## config.mk

```make
export PLATFORM = sky130hd
export DESIGN_NAME = awc_window_comparator
export DESIGN_NICKNAME = d
export VERILOG_FILES = /design/src/hw/awc_pkg.sv /design/src/hw/awc_window_check.sv /design/src/hw/awc_window_comparator.sv
export SDC_FILE = /design/constraint.sdc
export NUM_CORES = 1
export LEC_CHECK = 0
export BUFFER_PORTS_ARGS = -buffer_cell sky130_fd_sc_hd__buf_2
export CAP_MARGIN = 5
export CORE_MARGIN = 4
export CORE_UTILIZATION = 40
export CTS_CLUSTER_SIZE = 8
export DETAILED_ROUTE_END_ITERATION = 10
export PLACE_DENSITY_LB_ADDON = 0.15
export SETUP_SLACK_MARGIN = 0.1
export SYNTH_ARGS = -nofsm -noshare
export SYNTH_HDL_FRONTEND = slang
export SYNTH_SLANG_ARGS = --single-unit
```

## constraint.sdc

```tcl
create_clock -name i_clk_sys -period 4.1 [get_ports i_clk_sys]
set_input_delay 0.41 -clock i_clk_sys [delete_from_list [all_inputs] [get_ports i_clk_sys]]
set_output_delay 0.41 -clock i_clk_sys [all_outputs]
set_load 0.02 [all_outputs]
```

## src/hw/awc_pkg.sv

```systemverilog
// Package for the converter window comparator: SFR map, fields, resets.
// Assumes an 8-bit special-function-register bus with 8-bit addresses.
package awc_pkg;

    localparam int unsigned AWC_DW = 8;
    localparam int unsigned AWC_AW = 8;

    // SFR addresses
    localparam logic [7:0] AWC_ADDR_UL_LO = 8'hC4;
    localparam logic [7:0] AWC_ADDR_UL_HI = 8'hC5;
    localparam logic [7:0] AWC_ADDR_LL_LO = 8'hC6;
    localparam logic [7:0] AWC_ADDR_LL_HI = 8'hC7;
    localparam logic [7:0] AWC_ADDR_CTRL  = 8'hE8;
    localparam logic [7:0] AWC_ADDR_RES_LO = 8'hBE;
    localparam logic [7:0] AWC_ADDR_RES_HI = 8'hBF;

    // Reset values
    localparam logic [7:0] AWC_RST_UL = 8'hFF;
    localparam logic [7:0] AWC_RST_LL = 8'h00;
    localparam logic [7:0] AWC_RST_CTRL = 8'h00;

    // Control register bit positions
    localparam int unsigned AWC_BIT_DONE = 5;
    localparam int unsigned AWC_BIT_BUSY = 4;
    localparam int unsigned AWC_BIT_WIN  = 1;
    localparam int unsigned AWC_BIT_LJST = 0;

    // Converter figures
    localparam int unsigned AWC_RES_BITS  = 10;
    localparam int unsigned AWC_CONV_CLKS = 16;

    typedef struct packed {
        logic       wr;
        logic       rd;
        logic [7:0] addr;
        logic [7:0] wdata;
    } awc_sfr_req_t;

    typedef struct packed {
        logic                    busy;
        logic                    diff;
        logic [AWC_RES_BITS-1:0] code;
    } awc_conv_t;

endpackage : awc_pkg

```

## src/hw/awc_window_check.sv

```systemverilog
// Combinational window test of one 16-bit data word against two limits.
// Assumes the word and limits already share justification and sign form.
module awc_window_check (
    // Operands
    input  wire logic [15:0] i_data,
    input  wire logic [15:0] i_upper,
    input  wire logic [15:0] i_lower,
    input  wire logic        i_signed,
    // Result
    output logic             o_match
);
    logic gt_up;
    logic lt_lo;
    logic inside_mode;

    always_comb begin
        if (i_signed) begin
            gt_up       = $signed(i_data) > $signed(i_upper);
            lt_lo       = $signed(i_data) < $signed(i_lower);
            inside_mode = $signed(i_lower) > $signed(i_upper);
        end else begin
            gt_up       = i_data > i_upper;
            lt_lo       = i_data < i_lower;
            inside_mode = i_lower > i_upper;
        end
        // Ordering of the limits picks inside or outside window
        o_match = inside_mode ? (gt_up && lt_lo) : (gt_up || lt_lo);
    end

endmodule : awc_window_check

```

## src/hw/awc_window_comparator.sv

```systemverilog
// Window comparator for the primary converter, with its SFR registers.
// Assumes converter busy falls once per finished 16-clock conversion
// and the code input is stable on that edge.
// Notes on behaviour
// - Every finished conversion is compared with no software action.
// - A window hit sets the match flag in the control register.
// - Each limit word is split into high and low byte registers.
// - Limit ordering alone selects inside-window or outside-window flagging.
// - Upper limit high byte at 0xC5, read/write, resets to FF.
// - Upper limit low byte at 0xC4, read/write, resets to FF.
// - Lower limit high byte at 0xC7, read/write, resets to 00.
// - One compare per 16-clock conversion, using the fresh word.
// - Done flag sets on busy falling; compare uses that conversion's word.
// - Justification bit: 0 right-justifies, 1 left-justifies the word.
module awc_window_comparator
    import awc_pkg::*;
(
    // Clock and reset
    input  wire logic                  i_clk_sys,
    input  wire logic                  i_rst_n,
    // SFR bus
    input  wire awc_pkg::awc_sfr_req_t i_sfr,
    output logic [7:0]                 o_sfr_rdata,
    output logic                       o_sfr_hit,
    // Converter
    input  wire awc_pkg::awc_conv_t    i_conv,
    // Status
    output logic                       o_window_match_flag,
    output logic                       o_conversion_complete_flag
);
    import awc_pkg::*;

    typedef struct packed {
        logic [7:0]  ul_lo;
        logic [7:0]  ul_hi;
        logic [7:0]  ll_lo;
        logic [7:0]  ll_hi;
        logic        ljst;
        logic        done;
        logic        win;
        logic        busy_prev;
        logic        diff;
        logic [15:0] data;
    } awc_state_t;

    awc_state_t s_q;
    awc_state_t s_d;
    logic [15:0] word;
    logic        hit;
    logic        busy_fall;

    // Justify the fresh code as it would appear in the data registers
    always_comb begin
        if (i_conv.diff) begin
            word = {{6{i_conv.code[9]}}, i_conv.code};
        end else begin
            word = {6'h00, i_conv.code};
        end
        if (s_q.ljst) begin
            word = {i_conv.code, 6'h00};
        end
    end

    // Busy must be seen high once after reset before a fall can count
    assign busy_fall = s_q.busy_prev && !i_conv.busy;

    awc_window_check awc_window_check_inst (
        .i_data   (word),
        .i_upper  ({s_q.ul_hi, s_q.ul_lo}),
        .i_lower  ({s_q.ll_hi, s_q.ll_lo}),
        .i_signed (i_conv.diff),
        .o_match  (hit)
    );

    always_comb begin
        s_d = s_q;
        s_d.busy_prev = i_conv.busy;
        if (i_sfr.wr) begin
            unique case (i_sfr.addr)
                AWC_ADDR_UL_LO: s_d.ul_lo = i_sfr.wdata;
                AWC_ADDR_UL_HI: s_d.ul_hi = i_sfr.wdata;
                AWC_ADDR_LL_LO: s_d.ll_lo = i_sfr.wdata;
                AWC_ADDR_LL_HI: s_d.ll_hi = i_sfr.wdata;
                AWC_ADDR_CTRL: begin
                    s_d.ljst = i_sfr.wdata[AWC_BIT_LJST];
                    s_d.win  = i_sfr.wdata[AWC_BIT_WIN];
                    s_d.done = i_sfr.wdata[AWC_BIT_DONE];
                end
                default: ;
            endcase
        end
        // Hardware set wins over a software clear in the same cycle
        if (busy_fall) begin
            s_d.done = 1'b1;
            s_d.data = word;
            s_d.diff = i_conv.diff;
            if (hit) begin
                s_d.win = 1'b1;
            end
        end
    end

    always_ff @(posedge i_clk_sys or negedge i_rst_n) begin
        if (!i_rst_n) begin
            s_q <= '{ul_lo: AWC_RST_UL, ul_hi: AWC_RST_UL,
                     ll_lo: AWC_RST_LL, ll_hi: AWC_RST_LL,
                     ljst: 1'b0, done: 1'b0, win: 1'b0, busy_prev: 1'b0,
                     diff: 1'b0, data: 16'h0000};
        end else begin
            s_q <= s_d;
        end
    end

    // Read mux
    always_comb begin
        o_sfr_hit   = 1'b1;
        o_sfr_rdata = 8'h00;
        unique case (i_sfr.addr)
            AWC_ADDR_UL_LO: o_sfr_rdata = s_q.ul_lo;
            AWC_ADDR_UL_HI: o_sfr_rdata = s_q.ul_hi;
            AWC_ADDR_LL_LO: o_sfr_rdata = s_q.ll_lo;
            AWC_ADDR_LL_HI: o_sfr_rdata = s_q.ll_hi;
            AWC_ADDR_RES_LO: o_sfr_rdata = s_q.data[7:0];
            AWC_ADDR_RES_HI: o_sfr_rdata = s_q.data[15:8];
            AWC_ADDR_CTRL: begin
                o_sfr_rdata[AWC_BIT_DONE] = s_q.done;
                o_sfr_rdata[AWC_BIT_BUSY] = s_q.busy_prev;
                o_sfr_rdata[AWC_BIT_WIN]  = s_q.win;
                o_sfr_rdata[AWC_BIT_LJST] = s_q.ljst;
            end
            default: o_sfr_hit = 1'b0;
        endcase
    end

    assign o_window_match_flag        = s_q.win;
    assign o_conversion_complete_flag = s_q.done;

    // Match on a finished conversion sets the flag next cycle
    flag_set_a: assert property (
        @(posedge i_clk_sys) disable iff (!i_rst_n)
        busy_fall && hit |=> o_window_match_flag)
        else $error("window hit did not set match flag");

    // Flag never drops without a control write
    flag_hold_a: assert property (
        @(posedge i_clk_sys) disable iff (!i_rst_n)
        o_window_match_flag && !(i_sfr.wr && i_sfr.addr == AWC_ADDR_CTRL)
        |=> o_window_match_flag)
        else $error("match flag cleared by hardware");

    // Flag rises only after a compare hit or a software set
    flag_cause_a: assert property (
        @(posedge i_clk_sys) disable iff (!i_rst_n)
        $rose(o_window_match_flag) |-> $past(busy_fall && hit)
            || $past(i_sfr.wr && i_sfr.addr == AWC_ADDR_CTRL))
        else $error("match flag rose without cause");

    // Done follows busy falling, with that conversion's word
    done_set_a: assert property (
        @(posedge i_clk_sys) disable iff (!i_rst_n)
        busy_fall |=> o_conversion_complete_flag && s_q.data == $past(word))
        else $error("done flag or data not captured");

    // Done stays until software writes the control register
    done_hold_a: assert property (
        @(posedge i_clk_sys) disable iff (!i_rst_n)
        o_conversion_complete_flag && !(i_sfr.wr && i_sfr.addr == AWC_ADDR_CTRL)
        |=> o_conversion_complete_flag)
        else $error("done flag cleared by hardware");

    // Limit writes land in their own byte
    upper_hi_a: assert property (
        @(posedge i_clk_sys) disable iff (!i_rst_n)
        i_sfr.wr && i_sfr.addr == AWC_ADDR_UL_HI
        |=> s_q.ul_hi == $past(i_sfr.wdata))
        else $error("upper high byte write lost");

    upper_lo_a: assert property (
        @(posedge i_clk_sys) disable iff (!i_rst_n)
        i_sfr.wr && i_sfr.addr == AWC_ADDR_UL_LO
        |=> s_q.ul_lo == $past(i_sfr.wdata))
        else $error("upper low byte write lost");

    lower_hi_a: assert property (
        @(posedge i_clk_sys) disable iff (!i_rst_n)
        i_sfr.wr && i_sfr.addr == AWC_ADDR_LL_HI
        |=> s_q.ll_hi == $past(i_sfr.wdata))
        else $error("lower high byte write lost");

    lower_lo_a: assert property (
        @(posedge i_clk_sys) disable iff (!i_rst_n)
        i_sfr.wr && i_sfr.addr == AWC_ADDR_LL_LO
        |=> s_q.ll_lo == $past(i_sfr.wdata))
        else $error("lower low byte write lost");

    // Left justify puts code in top ten bits
    left_just_a: assert property (
        @(posedge i_clk_sys) disable iff (!i_rst_n)
        s_q.ljst |-> word[5:0] == 6'h00 && word[15:6] == i_conv.code)
        else $error("left justification wrong");

    // Right justify extends the sign only for differential codes
    right_just_a: assert property (
        @(posedge i_clk_sys) disable iff (!i_rst_n)
        !s_q.ljst |-> word[9:0] == i_conv.code
            && word[15:10] == (i_conv.diff ? {6{i_conv.code[9]}} : 6'h00))
        else $error("right justification wrong");

    // No compare without a busy fall
    one_compare_a: assert property (
        @(posedge i_clk_sys) disable iff (!i_rst_n)
        !busy_fall && !(i_sfr.wr && i_sfr.addr == AWC_ADDR_CTRL)
        |=> $stable(o_window_match_flag) && $stable(s_q.data))
        else $error("compare outside a conversion end");

    // Control write loads justify and both flags when no fall competes
    ctrl_load_a: assert property (
        @(posedge i_clk_sys) disable iff (!i_rst_n)
        i_sfr.wr && i_sfr.addr == AWC_ADDR_CTRL && !busy_fall
        |=> s_q.ljst == $past(i_sfr.wdata[AWC_BIT_LJST])
            && o_window_match_flag == $past(i_sfr.wdata[AWC_BIT_WIN])
            && o_conversion_complete_flag == $past(i_sfr.wdata[AWC_BIT_DONE]))
        else $error("control write not loaded");

    // A clear meeting a hit in one cycle must lose
    set_wins_a: assert property (
        @(posedge i_clk_sys) disable iff (!i_rst_n)
        busy_fall && hit && i_sfr.wr && i_sfr.addr == AWC_ADDR_CTRL
        |=> o_window_match_flag && o_conversion_complete_flag)
        else $error("software clear beat a hardware set");

    // A miss leaves a clear flag clear
    miss_quiet_a: assert property (
        @(posedge i_clk_sys) disable iff (!i_rst_n)
        busy_fall && !hit && !o_window_match_flag
            && !(i_sfr.wr && i_sfr.addr == AWC_ADDR_CTRL)
        |=> !o_window_match_flag)
        else $error("match flag set on a miss");

    // Foreign addresses read as zero
    unmapped_read_a: assert property (
        @(posedge i_clk_sys) disable iff (!i_rst_n)
        !o_sfr_hit |-> o_sfr_rdata == 8'h00)
        else $error("unmapped read returned data");

endmodule : awc_window_comparator

```

==> flow_metrics.env <==
export IMPL_first_iter_violations=115
export IMPL_wl_um=10100
export IMPL_synth_seq_cells=52
export IMPL_power_leakage_nw=2.03
export IMPL_dpl_hpwl_um=8050
export IMPL_drive_gt1_share_pct=27.6
export IMPL_internal_power_mw=0.895
export IMPL_synth_edf_count=0
export IMPL_netSwitchingFraction_pct=29.6
export IMPL_r2r_end="o_window_match_flag$_DFF_PN0_"
export IMPL_portBuffers=41
export IMPL_fin_nets=493
export IMPL_track_usage_pct=19.0
export IMPL_core_mm2=0.00920
export IMPL_r2r_cells=10
export IMPL_path_cells="nor2b_1, nand2_1, nand2_1, ha_1, nand4_1, or2_2, o41ai_1, or4_1, o211ai_1, o211ai_1"
export IMPL_final_cell_mix="45 x ha_1, 41 x nand2_1, 41 x buf_2"
export IMPL_placementRows=35
export IMPL_area_delta_synth_final_pct=11.0
export IMPL_final_common_cell="ha_1"
export IMPL_synth_main_ff_cell="dfrtp_1"
export IMPL_rsz0062_at_grt="false"
export IMPL_async_flop_share_pct=100
export IMPL_vias_per_cell=5.55
export IMPL_ir_drop_mv=0.158
export IMPL_cts_root_buf="clkbuf_8"
export IMPL_grt_max_degree=53
export IMPL_gr_usage_met3_pct=3.15
export IMPL_netlist_area_mm2=0.00376
export IMPL_grt_busiest_layer="met2"
export IMPL_num_vias=2930
export IMPL_hold_slack_ns=0.208
export IMPL_period_needed_ns=3.03
export IMPL_synth_cells=379
export IMPL_ys_types=48
export IMPL_final_max_slew_viol_count=0
export IMPL_htreeDepth=2
export IMPL_pin_count=43
export IMPL_clock_path_buffers=2
export IMPL_worstPathArrival_ns=3.25
export IMPL_tightest_slew_ns=0.978
export IMPL_fillers=896
export IMPL_start_kind="flop"
export IMPL_netlist_area_leader_share_pct=24.0
export IMPL_crit_slowest_cell="dfrtp_1"
export IMPL_cts_tree="built"
export IMPL_cp_top_family="simple AND/OR/NAND/NOR gates"
export IMPL_cts_sinks=52
export IMPL_die_h_um=105
export IMPL_critPathKind="flop to flop"
export IMPL_fin_worst_skew_ns=0.00833
export IMPL_period_share_pct=73.9
export IMPL_grt_pass1_vias=3009
export IMPL_seq_power_share_pct=46.7
export IMPL_drv_cap=0
export IMPL_setup_violations=0
export IMPL_antenna_found_initial=0
export IMPL_slew_headroom_pct=34.4
export IMPL_wl_per_cell_um=19.1
export IMPL_yosys_area_top_type="dfrtp_1"
export IMPL_power_switching_mw=0.377
export IMPL_initial_core_util_pct=40.9
export IMPL_fmax_mhz=330
export IMPL_tns_ns=0
export IMPL_yosys_warnings=0
export IMPL_dp_cells=520
export IMPL_final_hold_violation_count=0
export IMPL_grt_use_met1_pct=27.8
export IMPL_gp_congestion=0.842
export IMPL_rr_startpoint="s_q[20]$_DFFE_PN0P_"
export IMPL_cts_made_buffers=5
export IMPL_clkLatencyLatePin_ns=0.30
export IMPL_synth_area_leaders="dfrtp_1 24%, ha_1 15%, dfstp_2 11%"
export IMPL_dr_pass1_iters=4
export IMPL_num_antenna_cells=0
export IMPL_cp_end_kind="flop"
export IMPL_cts_hold_buf=0
export IMPL_ctsResizeCount=0
export IMPL_syn_nets=456
export IMPL_p_clk_share_pct=29.3
export IMPL_status="complete, no violations"
export IMPL_cts_setup_buffers=0
export IMPL_die_area_mm2=0.0110
export IMPL_crit_cells=10
export IMPL_grt_pass1_wl_um=16300
export IMPL_ant_nets=0
export IMPL_syn_area_per_cell_um2=9.92
export IMPL_power_mw=1.27
export IMPL_met2_usage_pct=29.1
export IMPL_cp_max_fo=20
export IMPL_drc=0
export IMPL_hp_class="primary input to asynchronous set/reset pin"
export IMPL_critPathRequiredTime_ns=4.32
export IMPL_crit_path_max_incr_delay_ns=0.75
export IMPL_layoutNonFillerInstCount=528
export IMPL_power_density_mw_per_mm2=305
export IMPL_path_clk_slew_ns=0.10
export IMPL_crit_buf_inv=0
export IMPL_ys_seq_area_share_pct=35.1
export IMPL_die_w_um=105
export IMPL_combPwrFrac_pct=24.0
export IMPL_regToRegSetupSlack_ns=1.07
export IMPL_overflow=0
-- final cells by class --
| cell class | instances | area (µm²) | share of cell area [%] |
|---|---|---|---|
| well taps | 111 | 139 | 3.33 |
| clock buffers | 6 | 82.6 | 1.98 |
| multi-input cells | 279 | 2250 | 53.8 |
| flip-flops and latches | 52 | 1320 | 31.6 |
| repair buffers | 42 | 213 | 5.09 |
| clock inverters | 2 | 38.8 | 0.929 |
| inverters | 36 | 135 | 3.24 |
-- through the flow --
| stage | setup slack [ns] | instance area, µm² | utilization [%] |
|---|---|---|---|
| final | 1.07 | 4180 | 45.4 |
| after global routing | 0.838 | 4180 | 45.4 |
| after CTS | 1.12 | 4180 | 45.4 |
| after detailed placement | 1.13 | 4060 | 44.1 |
| after global placement | 1.14 | 4060 | 44.1 |
| after floorplan | 1.52 | 3760 | - |
-- power groups by stage --
| stage | clock (mW) | sequential (mW) | combinational, mW |
|---|---|---|---|
| 2_1_floorplan | 0 | 0.591 | 0.208 |
| 3_3_place_gp | 0 | 0.603 | 0.298 |
| 3_5_place_dp | 0 | 0.604 | 0.304 |
| 4_1_cts | 0.386 | 0.594 | 0.306 |
| 5_1_grt | 0.405 | 0.601 | 0.345 |
| 6_report | 0.373 | 0.594 | 0.305 |
-- routing by layer --
metal  vias to the layer above  share of wire [%]
met5                         -                  0
met4                         0                1.8
met3                        11                4.9
met2                        82                 44
met1                      1392                 49
li1                       1445                  -
-- synth_stat cells (2+ instances only) --
cell type  instances
a21o_1             9
a21oi_1           18
a221oi_1           2
a222oi_1           4
and4_1             2
buf_2              4
clkbuf_1           6
dfrtp_1           36
dfstp_2           16
ha_1              45
inv_1             36
mux2_2            36
mux2i_1           10
mux4_2             4
nand2_1           41
nand2b_1           5
nand3_1            9
nand4_1            6
nor2_1            12
nor2b_1           11
nor3_1             2
nor4b_1            2
o211ai_1           4
o21a_1             2
o21ai_0           29
o22ai_1            4
or4_1              3
-- cells by family after synthesis --
group                      count (synthesis)  share of synthesized area (%)
adders and majority gates                 45                           15.0
AOI/OAI and AO/OA                         80                           13.2
DFF                                       52                           35.1
muxes                                     50                           15.8
buffers and inverters                     48                           5.12
xor gates and xnor gates                   1                          0.233
and+or+nand+nor                          103                           15.5
-- flip-flops by register name, indices dropped and copies added, names as in the netlist --
register                    flops
o_window_match_flag             1
o_conversion_complete_flag      1
s_q                            50
-- how the worst max path moves through the flow --
stage,from,endpoint
3_3_place_gp,s_q[20]$_DFFE_PN0P_,o_window_match_flag$_DFF_PN0_
6_report,s_q[20]$_DFFE_PN0P_,o_window_match_flag$_DFF_PN0_
3_5_place_dp,s_q[20]$_DFFE_PN0P_,o_window_match_flag$_DFF_PN0_
4_1_cts,s_q[20]$_DFFE_PN0P_,o_window_match_flag$_DFF_PN0_
5_1_grt,s_q[20]$_DFFE_PN0P_,o_window_match_flag$_DFF_PN0_
2_1_floorplan,s_q[20]$_DFFE_PN0P_,o_window_match_flag$_DFF_PN0_
Power figures use the tool's default switching activity.
